`src/common/ea_decode_map.svh`:
```
// ----------------------------------------------------------------
// Register map, field positions and constants of the EA decoder
// ----------------------------------------------------------------
`ifndef EA_DECODE_MAP_SVH
`define EA_DECODE_MAP_SVH

// Wishbone word offsets (byte addresses)
`define EA_OFS_OPWORD 8'h00
`define EA_OFS_CTRL 8'h04
`define EA_OFS_DECODE 8'h08
`define EA_OFS_SUPER_PTR 8'h0c
`define EA_OFS_USER_PTR 8'h10
`define EA_OFS_STACK_CMD 8'h14
`define EA_OFS_AREG_VIEW 8'h18

// Effective-address field inside the operation word
`define EA_REG_LSB 0
`define EA_REG_MSB 2
`define EA_MODE_LSB 3
`define EA_MODE_MSB 5

// Mode subfield codes
`define EA_M_DREG 3'h0
`define EA_M_AREG 3'h1
`define EA_M_IND 3'h2
`define EA_M_POSTINC 3'h3
`define EA_M_PREDEC 3'h4
`define EA_M_DISP 3'h5
`define EA_M_INDEX 3'h6
`define EA_M_SPECIAL 3'h7

// Register subfield codes under the special mode
`define EA_S_ABS_SHORT 3'h0
`define EA_S_ABS_LONG 3'h1
`define EA_S_PROG_DISP 3'h2
`define EA_S_PROG_INDEX 3'h3
`define EA_S_IMMEDIATE 3'h4

// Register number that stands for the active stack pointer
`define EA_STACK_REG 3'h7

// Control register fields
`define EA_CTRL_SUPER_BIT 0
`define EA_CTRL_SIZE_LSB 1
`define EA_CTRL_SIZE_MSB 2
`define EA_CTRL_CLASS_LSB 4
`define EA_CTRL_CLASS_MSB 7

// Stack command bits
`define EA_CMD_PUSH_BIT 0
`define EA_CMD_POP_BIT 1

// Decode status fields
`define EA_DEC_MODE_LSB 0
`define EA_DEC_MODE_MSB 3
`define EA_DEC_REG_LSB 4
`define EA_DEC_REG_MSB 6
`define EA_DEC_INVALID_BIT 7
`define EA_DEC_STATUS_BIT 8
`define EA_DEC_FLAGS_BIT 9
`define EA_DEC_IMPL_LSB 10
`define EA_DEC_IMPL_MSB 14
`define EA_DEC_SUPER_BIT 15
`define EA_DEC_FAULT_BIT 16

// Implicit reference vector bit positions
`define EA_IMPL_PROG 0
`define EA_IMPL_ACTIVE 1
`define EA_IMPL_SUPER 2
`define EA_IMPL_USER 3
`define EA_IMPL_STATUS 4

// Reset values
`define EA_OPWORD_RESET 16'h0000
`define EA_SUPER_RESET 1'b1
`define EA_PTR_RESET 32'h00000000
`define EA_WORD_ZERO 32'h00000000

// Pointer step sizes
`define EA_STEP_ONE 32'h00000001
`define EA_STEP_TWO 32'h00000002
`define EA_STEP_FOUR 32'h00000004

`endif

```
`src/common/ea_decode_pkg.sv`:
```
// ----------------------------------------------------------------
// Types shared by the EA decoder files
// ----------------------------------------------------------------
package ea_decode_pkg;

    // Decoded addressing mode
    typedef enum logic [3:0] {
        EA_DATA_DIRECT = 4'h0,
        EA_ADDR_DIRECT = 4'h1,
        EA_ADDR_IND = 4'h2,
        EA_ADDR_POSTINC = 4'h3,
        EA_ADDR_PREDEC = 4'h4,
        EA_ADDR_DISP = 4'h5,
        EA_ADDR_INDEX = 4'h6,
        EA_ABS_SHORT = 4'h7,
        EA_ABS_LONG = 4'h8,
        EA_PROG_DISP = 4'h9,
        EA_PROG_INDEX = 4'ha,
        EA_IMMEDIATE = 4'hb,
        EA_ILLEGAL = 4'hf
    } ea_mode_t;

    // Operand size
    typedef enum logic [1:0] {
        SZ_BYTE = 2'h0,
        SZ_WORD = 2'h1,
        SZ_LONG = 2'h2,
        SZ_RSVD = 2'h3
    } op_size_t;

    // Instruction class given by the sequencer
    typedef enum logic [3:0] {
        CLS_GENERAL = 4'h0,
        CLS_AND_IMM_FLAGS = 4'h1,
        CLS_AND_IMM_STATUS = 4'h2,
        CLS_XOR_IMM_FLAGS = 4'h3,
        CLS_XOR_IMM_STATUS = 4'h4,
        CLS_OR_IMM_FLAGS = 4'h5,
        CLS_OR_IMM_STATUS = 4'h6,
        CLS_MOVE_TO_FLAGS = 4'h7,
        CLS_MOVE_TO_STATUS = 4'h8,
        CLS_MOVE_FROM_STATUS = 4'h9,
        CLS_STACK_IMPLICIT = 4'ha,
        CLS_PROG_IMPLICIT = 4'hb,
        CLS_USER_PTR_MOVE = 4'hc,
        CLS_SUPER_IMPLICIT = 4'hd,
        CLS_RSVD_E = 4'he,
        CLS_RSVD_F = 4'hf
    } insn_class_t;

endpackage : ea_decode_pkg

```
`src/verilog/ea_mode_decode_stack_select.sv`:
```
// Behaviour
// - modes 000/001 are data/address register direct
// - modes 010/011/100 are indirect, postincrement, predecrement
// - modes 101/110 are displacement and index forms
// - special mode register field 000,001,100 absolute/immediate
// - special mode 010/011 are program counter relative
// - classes imply program counter, pointers, status word
// - only listed instructions route EA to status/flags
// - register seven always means the active stack pointer
// - privilege bit picks supervisor or user pointer
// - supervisor state hides user pointer from address operands
// - user state hides supervisor pointer from operands and implicit references, not from the bus port
// - stack grows down, predecrement push, postincrement pop
// - mode bits 5:3, register bits 2:0 of opword
// - byte steps through stack pointer move by two
//
// The Wishbone register port and the address map were left to the implementer.
`timescale 1ns/1ps
`default_nettype none
`include "ea_decode_map.svh"

module ea_mode_decode_stack_select (
    input wire logic core_clk,
    input wire logic rst_n,
    input wire logic wb_cyc_i,
    input wire logic wb_stb_i,
    input wire logic wb_we_i,
    input wire logic [7:0] wb_adr_i,
    input wire logic [3:0] wb_sel_i,
    input wire logic [31:0] wb_dat_i,
    output logic [31:0] wb_dat_o,
    output logic wb_ack_o,
    input wire logic eaStepPulse,
    output logic [3:0] eaModeOut,
    output logic [2:0] eaRegOut,
    output logic eaInvalidOut,
    output logic statusRouteOut,
    output logic flagsRouteOut,
    output logic [4:0] implicitRefOut,
    output logic accessFaultOut,
    output logic [31:0] activePtrOut,
    output logic [31:0] stackAddrOut
);

    // ------------------------------------------------------------
    // Software visible state
    // ------------------------------------------------------------
    logic [15:0] opwordR; // Operation word under decode
    logic superBitR; // Privilege state bit of the status word
    ea_decode_pkg::op_size_t sizeR; // Operand size of the instruction
    ea_decode_pkg::insn_class_t classR; // Instruction class
    logic [31:0] superPtrR; // Supervisor stack pointer
    logic [31:0] userPtrR; // User stack pointer
    logic ackR; // Wishbone acknowledge
    logic [31:0] datOR; // Read data

    // ------------------------------------------------------------
    // Bus decode
    // ------------------------------------------------------------
    logic busReq; // New request not yet acknowledged
    logic busWr; // Write being taken this cycle
    logic busRd; // Read being taken this cycle
    logic [31:0] laneMask; // Byte enables widened to bits

    assign busReq = wb_cyc_i && wb_stb_i && !ackR;
    assign busWr = busReq && wb_we_i;
    assign busRd = busReq && !wb_we_i;
    assign laneMask = {{8{wb_sel_i[3]}}, {8{wb_sel_i[2]}},
        {8{wb_sel_i[1]}}, {8{wb_sel_i[0]}}};

    // ------------------------------------------------------------
    // Field decode and stack arithmetic
    // ------------------------------------------------------------
    ea_decode_pkg::ea_mode_t decMode; // Decoded addressing mode
    logic [2:0] decReg; // Register subfield
    logic decStackStep; // Stepping mode through register seven
    logic [31:0] activePtr; // Pointer the privilege bit selects
    logic stepDec; // Step direction, high for decrement
    logic [31:0] stepNext; // Pointer after the step
    logic [31:0] stepAddr; // Address used by the access
    logic cmdPush; // Push command written this cycle
    logic cmdPop; // Pop command written this cycle
    logic eaStepTake; // Sequencer step that moves the stack pointer
    logic stepAny; // Any pointer step this cycle

    ea_field_decode fieldDec (
        .eaField(opwordR[`EA_MODE_MSB:`EA_REG_LSB]),
        .mode(decMode),
        .regNum(decReg),
        .stackStep(decStackStep)
    );

    // Active pointer follows the privilege bit
    assign activePtr = superBitR ? superPtrR : userPtrR;

    assign cmdPush = busWr && (wb_adr_i == `EA_OFS_STACK_CMD) && wb_sel_i[0]
        && wb_dat_i[`EA_CMD_PUSH_BIT];
    assign cmdPop = busWr && (wb_adr_i == `EA_OFS_STACK_CMD) && wb_sel_i[0]
        && wb_dat_i[`EA_CMD_POP_BIT] && !wb_dat_i[`EA_CMD_PUSH_BIT];
    assign eaStepTake = eaStepPulse && decStackStep;
    assign stepAny = cmdPush || cmdPop || eaStepTake;

    // Push and predecrement go down; pop and postincrement go up
    always_comb
    begin
        if (cmdPush || cmdPop)
        begin
            stepDec = cmdPush;
        end
        else
        begin
            stepDec = (decMode == ea_decode_pkg::EA_ADDR_PREDEC);
        end
    end

    stack_adjust stackStep (
        .curPtr(activePtr),
        .decrement(stepDec),
        .size(sizeR),
        .stackReg(1'b1),
        .nextPtr(stepNext),
        .accessAddr(stepAddr)
    );

    // ------------------------------------------------------------
    // Routing, implicit references and protection
    // ------------------------------------------------------------
    logic flagsRoute; // EA field reaches the condition flags byte
    logic statusRoute; // EA field reaches the whole status word
    logic [4:0] implicitRef; // Implicit references of the class
    logic accessFault; // Protected pointer asked for

    // Only the listed instruction classes may reach status or flags
    always_comb
    begin
        flagsRoute = 1'b0;
        statusRoute = 1'b0;
        unique case (classR)
            ea_decode_pkg::CLS_AND_IMM_FLAGS,
            ea_decode_pkg::CLS_XOR_IMM_FLAGS,
            ea_decode_pkg::CLS_OR_IMM_FLAGS,
            ea_decode_pkg::CLS_MOVE_TO_FLAGS: flagsRoute = 1'b1;
            ea_decode_pkg::CLS_AND_IMM_STATUS,
            ea_decode_pkg::CLS_XOR_IMM_STATUS,
            ea_decode_pkg::CLS_OR_IMM_STATUS,
            ea_decode_pkg::CLS_MOVE_TO_STATUS,
            ea_decode_pkg::CLS_MOVE_FROM_STATUS: statusRoute = 1'b1;
            default:
            begin
                // Every other class leaves the EA field on ordinary operands
                flagsRoute = 1'b0;
                statusRoute = 1'b0;
            end
        endcase
    end

    // Implicit references come from the class, not from the EA field
    always_comb
    begin
        implicitRef = 5'h00;
        accessFault = 1'b0;
        unique case (classR)
            ea_decode_pkg::CLS_STACK_IMPLICIT:
            begin
                implicitRef[`EA_IMPL_ACTIVE] = 1'b1;
            end
            ea_decode_pkg::CLS_PROG_IMPLICIT:
            begin
                implicitRef[`EA_IMPL_PROG] = 1'b1;
            end
            ea_decode_pkg::CLS_USER_PTR_MOVE:
            begin
                // Explicit user pointer move, not address-register addressing
                implicitRef[`EA_IMPL_USER] = 1'b1;
            end
            ea_decode_pkg::CLS_SUPER_IMPLICIT:
            begin
                // User state never sees the supervisor pointer
                implicitRef[`EA_IMPL_SUPER] = superBitR;
                accessFault = !superBitR;
            end
            ea_decode_pkg::CLS_AND_IMM_FLAGS,
            ea_decode_pkg::CLS_AND_IMM_STATUS,
            ea_decode_pkg::CLS_XOR_IMM_FLAGS,
            ea_decode_pkg::CLS_XOR_IMM_STATUS,
            ea_decode_pkg::CLS_OR_IMM_FLAGS,
            ea_decode_pkg::CLS_OR_IMM_STATUS,
            ea_decode_pkg::CLS_MOVE_TO_FLAGS,
            ea_decode_pkg::CLS_MOVE_TO_STATUS,
            ea_decode_pkg::CLS_MOVE_FROM_STATUS:
            begin
                implicitRef[`EA_IMPL_STATUS] = 1'b1;
            end
            default:
            begin
                implicitRef = 5'h00;
                accessFault = 1'b0;
            end
        endcase
    end

    // ------------------------------------------------------------
    // Control registers
    // ------------------------------------------------------------
    // Operation word and control fields, byte lanes honoured
    always_ff @(posedge core_clk)
    begin
        if (!rst_n)
        begin
            opwordR <= `EA_OPWORD_RESET;
            superBitR <= `EA_SUPER_RESET;
            sizeR <= ea_decode_pkg::SZ_BYTE;
            classR <= ea_decode_pkg::CLS_GENERAL;
        end
        else if (busWr && (wb_adr_i == `EA_OFS_OPWORD))
        begin
            opwordR <= (opwordR & ~laneMask[15:0]) | (wb_dat_i[15:0] & laneMask[15:0]);
        end
        else if (busWr && (wb_adr_i == `EA_OFS_CTRL) && wb_sel_i[0])
        begin
            superBitR <= wb_dat_i[`EA_CTRL_SUPER_BIT];
            sizeR <= ea_decode_pkg::op_size_t'(wb_dat_i[`EA_CTRL_SIZE_MSB:`EA_CTRL_SIZE_LSB]);
            classR <= ea_decode_pkg::insn_class_t'(
                wb_dat_i[`EA_CTRL_CLASS_MSB:`EA_CTRL_CLASS_LSB]);
        end
    end

    // ------------------------------------------------------------
    // Stack pointers
    // ------------------------------------------------------------
    // Only the active pointer ever steps; a bus write to a pointer
    // cannot meet a step, since a step needs another register write
    // or the sequencer pulse, and the pulse loses to the bus write
    always_ff @(posedge core_clk)
    begin
        if (!rst_n)
        begin
            superPtrR <= `EA_PTR_RESET;
        end
        else if (busWr && (wb_adr_i == `EA_OFS_SUPER_PTR))
        begin
            superPtrR <= (superPtrR & ~laneMask) | (wb_dat_i & laneMask);
        end
        else if (stepAny && superBitR)
        begin
            superPtrR <= stepNext;
        end
    end

    always_ff @(posedge core_clk)
    begin
        if (!rst_n)
        begin
            userPtrR <= `EA_PTR_RESET;
        end
        else if (busWr && (wb_adr_i == `EA_OFS_USER_PTR))
        begin
            userPtrR <= (userPtrR & ~laneMask) | (wb_dat_i & laneMask);
        end
        else if (stepAny && !superBitR)
        begin
            // In supervisor state register seven never reaches this one
            userPtrR <= stepNext;
        end
    end

    // ------------------------------------------------------------
    // Wishbone answer
    // ------------------------------------------------------------
    // One wait state: ack rises the cycle after the request, then drops
    always_ff @(posedge core_clk)
    begin
        if (!rst_n)
        begin
            ackR <= 1'b0;
        end
        else
        begin
            ackR <= busReq;
        end
    end

    // Read mux; unmapped offsets read as zero and still acknowledge
    always_ff @(posedge core_clk)
    begin
        if (!rst_n)
        begin
            datOR <= `EA_WORD_ZERO;
        end
        else if (busRd)
        begin
            datOR <= `EA_WORD_ZERO;
            unique case (wb_adr_i)
                `EA_OFS_OPWORD: datOR[15:0] <= opwordR;
                `EA_OFS_CTRL:
                begin
                    datOR[`EA_CTRL_SUPER_BIT] <= superBitR;
                    datOR[`EA_CTRL_SIZE_MSB:`EA_CTRL_SIZE_LSB] <= sizeR;
                    datOR[`EA_CTRL_CLASS_MSB:`EA_CTRL_CLASS_LSB] <= classR;
                end
                `EA_OFS_DECODE:
                begin
                    datOR[`EA_DEC_MODE_MSB:`EA_DEC_MODE_LSB] <= decMode;
                    datOR[`EA_DEC_REG_MSB:`EA_DEC_REG_LSB] <= decReg;
                    datOR[`EA_DEC_INVALID_BIT] <= (decMode == ea_decode_pkg::EA_ILLEGAL);
                    datOR[`EA_DEC_STATUS_BIT] <= statusRoute;
                    datOR[`EA_DEC_FLAGS_BIT] <= flagsRoute;
                    datOR[`EA_DEC_IMPL_MSB:`EA_DEC_IMPL_LSB] <= implicitRef;
                    datOR[`EA_DEC_SUPER_BIT] <= superBitR;
                    datOR[`EA_DEC_FAULT_BIT] <= accessFault;
                end
                `EA_OFS_SUPER_PTR: datOR <= superPtrR;
                `EA_OFS_USER_PTR: datOR <= userPtrR;
                `EA_OFS_AREG_VIEW: datOR <= activePtr;
                default: datOR <= `EA_WORD_ZERO;
            endcase
        end
    end

    assign wb_ack_o = ackR;
    assign wb_dat_o = datOR;

    // ------------------------------------------------------------
    // Registered outputs to the sequencer
    // ------------------------------------------------------------
    // Decode results trail the operation word by one cycle
    always_ff @(posedge core_clk)
    begin
        if (!rst_n)
        begin
            eaModeOut <= ea_decode_pkg::EA_DATA_DIRECT;
            eaRegOut <= 3'h0;
            eaInvalidOut <= 1'b0;
        end
        else
        begin
            eaModeOut <= decMode;
            eaRegOut <= decReg;
            eaInvalidOut <= (decMode == ea_decode_pkg::EA_ILLEGAL);
        end
    end

    // Routing and protection flags
    always_ff @(posedge core_clk)
    begin
        if (!rst_n)
        begin
            statusRouteOut <= 1'b0;
            flagsRouteOut <= 1'b0;
            implicitRefOut <= 5'h00;
            accessFaultOut <= 1'b0;
        end
        else
        begin
            statusRouteOut <= statusRoute;
            flagsRouteOut <= flagsRoute;
            implicitRefOut <= implicitRef;
            accessFaultOut <= accessFault;
        end
    end

    // Active pointer mirror and address of the last stack access
    always_ff @(posedge core_clk)
    begin
        if (!rst_n)
        begin
            activePtrOut <= `EA_PTR_RESET;
        end
        else
        begin
            activePtrOut <= activePtr;
        end
    end

    // Holds until the next step
    always_ff @(posedge core_clk)
    begin
        if (!rst_n)
        begin
            stackAddrOut <= `EA_PTR_RESET;
        end
        else if (stepAny)
        begin
            stackAddrOut <= stepAddr;
        end
    end

endmodule : ea_mode_decode_stack_select

`default_nettype wire

```
`src/verilog/ea_field_decode.sv`:
```
`timescale 1ns/1ps
`default_nettype none
`include "ea_decode_map.svh"

// ----------------------------------------------------------------
// Six-bit effective-address field to addressing mode
// ----------------------------------------------------------------
module ea_field_decode (
    input wire logic [5:0] eaField,
    output var ea_decode_pkg::ea_mode_t mode,
    output logic [2:0] regNum,
    output logic stackStep
);

    logic [2:0] modeBits; // Mode subfield
    logic [2:0] regBits; // Register subfield

    assign modeBits = eaField[`EA_MODE_MSB:`EA_MODE_LSB];
    assign regBits = eaField[`EA_REG_MSB:`EA_REG_LSB];
    assign regNum = regBits;

    // Mode lookup; the register field only matters under the special mode
    always_comb
    begin
        unique case (modeBits)
            `EA_M_DREG: mode = ea_decode_pkg::EA_DATA_DIRECT;
            `EA_M_AREG: mode = ea_decode_pkg::EA_ADDR_DIRECT;
            `EA_M_IND: mode = ea_decode_pkg::EA_ADDR_IND;
            `EA_M_POSTINC: mode = ea_decode_pkg::EA_ADDR_POSTINC;
            `EA_M_PREDEC: mode = ea_decode_pkg::EA_ADDR_PREDEC;
            `EA_M_DISP: mode = ea_decode_pkg::EA_ADDR_DISP;
            `EA_M_INDEX: mode = ea_decode_pkg::EA_ADDR_INDEX;
            default:
            begin
                // Special mode: register field selects the sub-mode
                unique case (regBits)
                    `EA_S_ABS_SHORT: mode = ea_decode_pkg::EA_ABS_SHORT;
                    `EA_S_ABS_LONG: mode = ea_decode_pkg::EA_ABS_LONG;
                    `EA_S_PROG_DISP: mode = ea_decode_pkg::EA_PROG_DISP;
                    `EA_S_PROG_INDEX: mode = ea_decode_pkg::EA_PROG_INDEX;
                    `EA_S_IMMEDIATE: mode = ea_decode_pkg::EA_IMMEDIATE;
                    default: mode = ea_decode_pkg::EA_ILLEGAL;
                endcase
            end
        endcase
    end

    // Stepping modes through register seven move the stack pointer
    assign stackStep = ((modeBits == `EA_M_POSTINC) || (modeBits == `EA_M_PREDEC))
        && (regBits == `EA_STACK_REG);

endmodule : ea_field_decode

`default_nettype wire

```
`src/verilog/stack_adjust.sv`:
```
`timescale 1ns/1ps
`default_nettype none
`include "ea_decode_map.svh"

// ----------------------------------------------------------------
// Stack pointer step: decrement before use, increment after use
// ----------------------------------------------------------------
module stack_adjust (
    input wire logic [31:0] curPtr,
    input wire logic decrement,
    input wire ea_decode_pkg::op_size_t size,
    input wire logic stackReg,
    output logic [31:0] nextPtr,
    output logic [31:0] accessAddr
);

    logic [31:0] step; // Bytes to move by

    // Byte steps through the stack pointer use two, keeping it word aligned
    always_comb
    begin
        unique case (size)
            ea_decode_pkg::SZ_BYTE: step = stackReg ? `EA_STEP_TWO : `EA_STEP_ONE;
            ea_decode_pkg::SZ_WORD: step = `EA_STEP_TWO;
            ea_decode_pkg::SZ_LONG: step = `EA_STEP_FOUR;
            ea_decode_pkg::SZ_RSVD: step = `EA_STEP_FOUR;
        endcase
    end

    // Stack grows downward: push uses the new value, pop the old one
    assign nextPtr = decrement ? (curPtr - step) : (curPtr + step);
    assign accessAddr = decrement ? nextPtr : curPtr;

endmodule : stack_adjust

`default_nettype wire

```
`config.mk`:
```
export PLATFORM = sky130hd
export DESIGN_NAME = ea_mode_decode_stack_select
export DESIGN_NICKNAME = d
export VERILOG_FILES = /design/src/common/ea_decode_pkg.sv /design/src/verilog/ea_mode_decode_stack_select.sv /design/src/verilog/ea_field_decode.sv /design/src/verilog/stack_adjust.sv
export VERILOG_INCLUDE_DIRS = /design/src /design/src/common
export SDC_FILE = /design/constraint.sdc
export NUM_CORES = 1
export LEC_CHECK = 0
export ABC_AREA = 0
export ABC_CLOCK_PERIOD_IN_PS = 7860
export CORE_MARGIN = 3
export CORE_UTILIZATION = 30
export CTS_CLUSTER_SIZE = 16
export DETAILED_ROUTE_END_ITERATION = 12
export DONT_BUFFER_PORTS = 1
export PLACE_DENSITY = 0.44
export SLEW_MARGIN = 20
export SYNTH_ARGS = -nofsm -noshare
export SYNTH_HDL_FRONTEND = slang
export SYNTH_SLANG_ARGS = --single-unit
```
`constraint.sdc`:
```
create_clock -name core_clk -period 7.86 [get_ports core_clk]
set_input_delay 0 -clock core_clk [delete_from_list [all_inputs] [get_ports core_clk]]
set_output_delay 0 -clock core_clk [all_outputs]
set_load 0.02 [all_outputs]
```
After elaboration in Yosys (flattened, before gate mapping)
Cells that the tools add are included.
W data, S select, Z words.
{"block": "classes", "n_addsub": 2, "n_bitwise": 11, "n_eq_ne": 35, "n_reduce_logical": 37, "muxes": 25}
{"op": "$mux W32", "n": 7}
{"op": "$and A32 B32 Y32", "n": 3}
{"op": "$or A32 B32 Y32", "n": 2}
{"op": "$pmux W32 S2", "n": 1}
{"op": "$pmux W15 S3", "n": 1}
{"op": "$pmux W8 S5", "n": 1}
{"op": "$add A32 B32 Y32", "n": 1}
{"op": "$and A16 B16 Y16", "n": 2}
{"op": "$not A32 Y32", "n": 1}
{"op": "$sub A32 B32 Y32", "n": 1}
{"op": "$eq A4 B4 Y1 const B", "n": 7}
{"op": "$pmux W4 S7", "n": 1}
{"op": "$eq A8 B5 Y1 const B", "n": 3}
{"op": "$pmux W4 S6", "n": 1}
{"op": "$eq A4 B3 Y1 const B", "n": 5}
{"op": "$pmux W4 S5", "n": 1}
{"op": "$logic_and A1 B1 Y1", "n": 18}
{"op": "$pmux W3 S6", "n": 1}
{"op": "$eq A8 B4 Y1 const B", "n": 2}
{"op": "$not A16 Y16", "n": 1}
{"op": "$or A16 B16 Y16", "n": 1}
{"op": "$eq A3 B3 Y1 const B", "n": 5}
{"op": "$eq A3 B2 Y1 const B", "n": 4}
{"op": "$mux W1", "n": 9}
{"op": "20 further kinds", "n": 31}
{"block": "word_totals", "reg_bits": 200, "wordCells": 127, "input_bits": 50}

Logic depth before layout (Yosys ltp)
{"block": "logic_depth", "depth_word": 12, "ltp_mapped": 19, "ltp_nobuf": 14}

Hierarchy
From an unflattened synthesis, not the netlist that was laid out.
{"block": "unflattened", "cells_unflattened": 1322, "hier_area_um2": 11284.6}
{"module": "ea_mode_decode_stack_select", "area_each_um2": 8879.8, "n_inst": 1, "seq_area_each_um2": 4003.8, "cells_per_inst": 990}
{"module": "stack_adjust", "area_each_um2": 2288.4, "n_inst": 1, "seq_area_each_um2": 0.0, "cells_per_inst": 314}
{"module": "ea_field_decode", "area_each_um2": 116.4, "n_inst": 1, "seq_area_each_um2": 0.0, "cells_per_inst": 18}

Least setup slack after synthesis
OpenSTA, ideal clock, no wires.
{"block": "synth_timing", "path_type": "register -> register", "start": "register ackR, in the netlist wb_ack_o", "end": "register stackAddrOut[15]", "setup_ns": 0.119, "period_less_slack_ns": 4.354, "t_arrival_ns": 4.235, "path_stages_with_launch": 19, "required_ns": 7.741, "path_slack_ns": 3.506, "path_buffers": 4, "cell_sequence": "dfxtp_1 -> and4b_1 -> clkbuf_1 -> nand2_1 -> or4_1 -> o21a_1 -> buf_6 -> clkinv_2 -> buf_6 -> buf_4 -> ha_1 -> o21a_1 -> o2bb2ai_1 -> a21oi_1 -> o31a_1 -> o41ai_1 -> xor2_1 -> nor2_1 -> o221a_2"}
{"block": "synth_between", "elab_chain_len": 11, "word_cells_on_any_way": 13}
{"element": "start, declared", "line": "ea_mode_decode_stack_select.sv:54", "rtl": "logic ackR;"}
{"element": "start signal, assigned", "line": "ea_mode_decode_stack_select.sv:279", "rtl": "ackR <= busReq;"}
{"element": "$logic_not A1 Y1 (*)", "line": "ea_mode_decode_stack_select.sv:65", "rtl": "assign busReq = wb_cyc_i && wb_stb_i && !ackR;"}
{"element": "$logic_and A1 B1 Y1 (*)", "line": "ea_mode_decode_stack_select.sv:65"}
{"element": "$logic_and A1 B1 Y1 (*)", "line": "ea_mode_decode_stack_select.sv:66", "rtl": "assign busWr = busReq && wb_we_i;"}
{"element": "$logic_and A1 B1 Y1 (*) (2 in series)", "line": "ea_mode_decode_stack_select.sv:96, ea_mode_decode_stack_select.sv:98"}
{"element": "$logic_and A1 B1 Y1 (2 in series)", "line": "ea_mode_decode_stack_select.sv:98", "rtl": "assign cmdPop = busWr && (wb_adr_i == `EA_OFS_STACK_CMD) && wb_sel_i[0]"}
{"element": "$logic_or A1 B1 Y1", "line": "ea_mode_decode_stack_select.sv:101, ea_mode_decode_stack_select.sv:106"}
{"element": "$mux W1", "line": "ea_mode_decode_stack_select.sv:106", "rtl": "if (cmdPush || cmdPop)"}
{"element": "$mux W32", "line": "stack_adjust.sv:31", "rtl": "assign nextPtr = decrement ? (curPtr - step) : (curPtr + step);"}
{"element": "$mux W32", "line": "stack_adjust.sv:32", "rtl": "assign accessAddr = decrement ? nextPtr : curPtr;"}
{"element": "end signal, assigned", "line": "ea_mode_decode_stack_select.sv:380", "rtl": "stackAddrOut <= `EA_PTR_RESET;"}
{"element": "end signal, assigned", "line": "ea_mode_decode_stack_select.sv:384", "rtl": "stackAddrOut <= stepAddr;"}
{"element": "end, declared", "line": "ea_mode_decode_stack_select.sv:42", "rtl": "output logic [31:0] stackAddrOut"}
Every way passes the cells marked *; elsewhere a longest branch is shown, timed or not.
A chain may end at the register's enable or synchronous reset.

Worst setup path in the final report
{"block": "layout_timing", "start": "register ackR, in the netlist wb_ack_o", "end": "register stackAddrOut[27]"}
The elaborated chain is that of the path after synthesis.

==> impl_metrics.ini <==
[grt]
antenna_found_initial = 0
grt_overflow_total = 0
grt_max_degree = 121
first_global_vias = 8611
track_usage_pct = 20.2
grt_pass1_wl_mm = 56.4

[power_and_ir_drop]
peakVddDrop_uv = 141
p_per_area_nw_per_um2 = 171
p_leak_nw = 4.45
fin_total_pwr_w = 0.00200

[logic_synthesis]
yosysUniqueCellTypes = 80
syn_nets = 1278
yosysWarnings = 0
ys_ff_latch = 200
synth_area_um2 = 10300
synth-main-ff-cell = dfxtp_1
async_reset_ff_share_pct = 0
seq_area_frac_synth_pct = 38.8
avgSynthCellArea_um2 = 8.61
synth-edff-count = 0
syn_inst = 1197

[floorplan]
ios = 163
fp.dieW_um = 191
core_area_um2 = 33700
fp.dieH_um = 191
start_util_pct = 30.6
row_count = 67
die-area_um2 = 36600

[run_status]
status = finished, final reports clean

[worst_hold_path]
hp-class = in -> reg

[clock_tree]
clkTransAtPathRegs_ns = 0.07
clk_path_buf_depth = 2
cts_buffers = 17
clock_sink_count = 200
root_buffer = clkbuf_16
cts-resized-gates = 0
cts_max_level = 4
clk_latency_ns = 0.45
cts_tree = done
post_cts_buffers = 0

[sta]
max_slew.worst_pin.slew_ns = 1.06
maxSlewHeadroom_pct = 29.4
slew_violations = 0
clock_skew_ns = 0.0143
hold_violations = 0
max_freq_mhz = 178
setup_violations = 0
setup_tns_ns = 0
fin_crit_sh_pct = 71.6
rsz0062_at_grt = no
min_period_ns = 5.62

[setup_path]
end_kind = flop
arrival_ns = 6.00
startpoint_type = flop
crit_path_cell_trace = and4b_1 -> nand2_1 -> nor4_1 -> o21a_1 -> buf_4 -> clkinv_2 -> ha_1 -> and3_1 -> o2111ai_1 -> a211oi_1 -> nor3_1 -> o21ai_0 -> xor2_1 -> nand3_1 -> a21oi_1
path_max_fanout = 56
crit_type = reg -> reg
slowest_delay_ns = 0.77
rrSetupSlack_ns = 2.24
cpMaxStageDelayCell = clkinv_2
worstPathRequired_ns = 8.23

[cells_and_area]
layout_commonest_cell = dfxtp_1
syn_to_final_growth_pct = 13.6
nFillCells = 3508
num_antenna_cells = 0
drive_gt1_share_pct = 9.45
nets = 1276
fin_util_pct = 34.8
design_area_um2 = 11700
final_cell_mix = 199 x dfxtp_1, 160 x nor2_1, 107 x a21oi_1, 64 x o21ai_0, 60 x nand2_1
finalNonFillerCells = 1654

[routing]
totalWireLength_mm = 37.4
viasPerCell = 5.57
wl_per_cell_um = 22.6
drt_iter0_drc = 761
drt_pass1_iterations = 8
drc_errors = 0
vias = 9212
antenna_left = 0

[placed_design]
dpl_cell_area_um2 = 10600
place_congestion = 0.861
placed_cells = 1573
port_buffers = 0
hpwl_mm = 25.9

[job]
drv_cap = 0
[layout make-up]
class | count | area, um2 | area share, %
Clock buffer | 19 | 443 | 3.78
Tap cell | 448 | 561 | 4.79
Inverter | 28 | 106 | 0.908
Multi-Input combinational cell | 882 | 5830 | 49.8
Sequential cell | 200 | 4010 | 34.2
Clock inverter | 11 | 126 | 1.08
Timing Repair Buffer | 66 | 641 | 5.47
[path summary, 6_finish.rpt]
kind | start | end | depth (start not counted)
worst min register to register | flop | flop | 2
worst max-delay path | wb_ack_o | stackAddrOut[27] | 15
worst max register to register | wb_ack_o | stackAddrOut[27] | 15
worst min-delay path | wb_dat_i[2] | flop | 4
[cells in the mapped netlist, drive strengths merged (3+ instances only)]
| library cell | count | share of area (%) |
|---|---|---|
| a211oi | 35 | 2.6 |
| a21o | 7 | 0.51 |
| a21oi | 107 | 5.2 |
| a221oi | 4 | 0.34 |
| a222oi | 4 | 0.39 |
| a22o | 4 | 0.34 |
| a22oi | 25 | 1.8 |
| a311oi | 4 | 0.46 |
| a31oi | 14 | 0.85 |
| and2 | 23 | 1.4 |
| and3 | 13 | 0.79 |
| buf | 22 | 1.3 |
| clkbuf | 65 | 2.4 |
| dfxtp | 200 | 39 |
| ha | 31 | 3.8 |
| inv | 26 | 0.95 |
| mux2 | 23 | 2.5 |
| mux2i | 45 | 4.4 |
| nand2 | 61 | 2.2 |
| nand2b | 9 | 0.55 |
| nand3 | 23 | 1.2 |
| nand3b | 4 | 0.29 |
| nand4 | 7 | 0.42 |
| nor2 | 166 | 6.2 |
| nor2b | 17 | 1.0 |
| nor3 | 23 | 1.2 |
| nor4 | 3 | 0.33 |
| nor4b | 3 | 0.25 |
| o2111ai | 6 | 0.51 |
| o211a | 4 | 0.39 |
| o211ai | 11 | 0.80 |
| o21a | 10 | 0.73 |
| o21ai | 64 | 3.1 |
| o21bai | 4 | 0.29 |
| o221a | 20 | 2.2 |
| o221ai | 38 | 3.2 |
| o22ai | 3 | 0.18 |
| o31ai | 3 | 0.22 |
| or2 | 4 | 0.24 |
| or3 | 5 | 0.30 |
| xnor2 | 19 | 1.6 |
| xor2 | 11 | 0.93 |
[stage by stage]
stage / setup WS (ns) / hold slack (ns)
floorplan: 3.51 / 0.128
global placement: 2.38 / 0.0917
detailed placement: 2.28 / 0.109
CTS: 2.23 / 0.00175
global route: 1.75 / 0.0251
finish: 2.24 / 0.0274
[repair_timing]
action	CTS	global route
endpoints found under the setup margin	0	0
hold buffers	51	0
endpoints found under the hold margin	151	0
[power by group]
part,switching (W),internal (W),total [W],leakage (nW)
logic,0.0000466,0.0000287,0.0000753,2.56
clock network,0.000415,0.000476,0.000891,0.279
registers,0.0000152,0.00102,0.00104,1.61
[worst max-delay path, delay by kind of cell, from the launching register on]
family / cells / cell delay (ns)
adders and majority gates: 1 / 0.71
AOI/OAI and AO/OA: 5 / 1.23
and+or+nand+nor: 6 / 1.61
buffers and inverters: 2 / 1.14
xor gates and xnor gates: 1 / 0.42
DFF: 1 / 0.38
[kinds of logic (layout without fill, tap and decap cells)]
kind of cell | count (synthesis) | in the layout | synth area share (%)
fa+ha+maj | 31 | 31 | 3.76
xor+xnor | 30 | 30 | 2.55
mux | 69 | 69 | 7.10
compound gates | 382 | 382 | 25.8
buf+inv | 115 | 124 | 4.72
simple gates | 370 | 370 | 17.3
flops | 200 | 200 | 38.8
[per-layer routing]
metal | share of wire (%) | global-route usage, % | routed length [um] | vias to the layer above
li1 | - | - | - | 4428
met1 | 51 | 31.2 | 19100 | 4447
met2 | 41 | 28.1 | 15400 | 301
met3 | 6.3 | 3.80 | 2340 | 36
met4 | 1.6 | 5.45 | 600 | 0
met5 | 0 | 0 | 0 | -
Power figures use the tool's default switching activity.
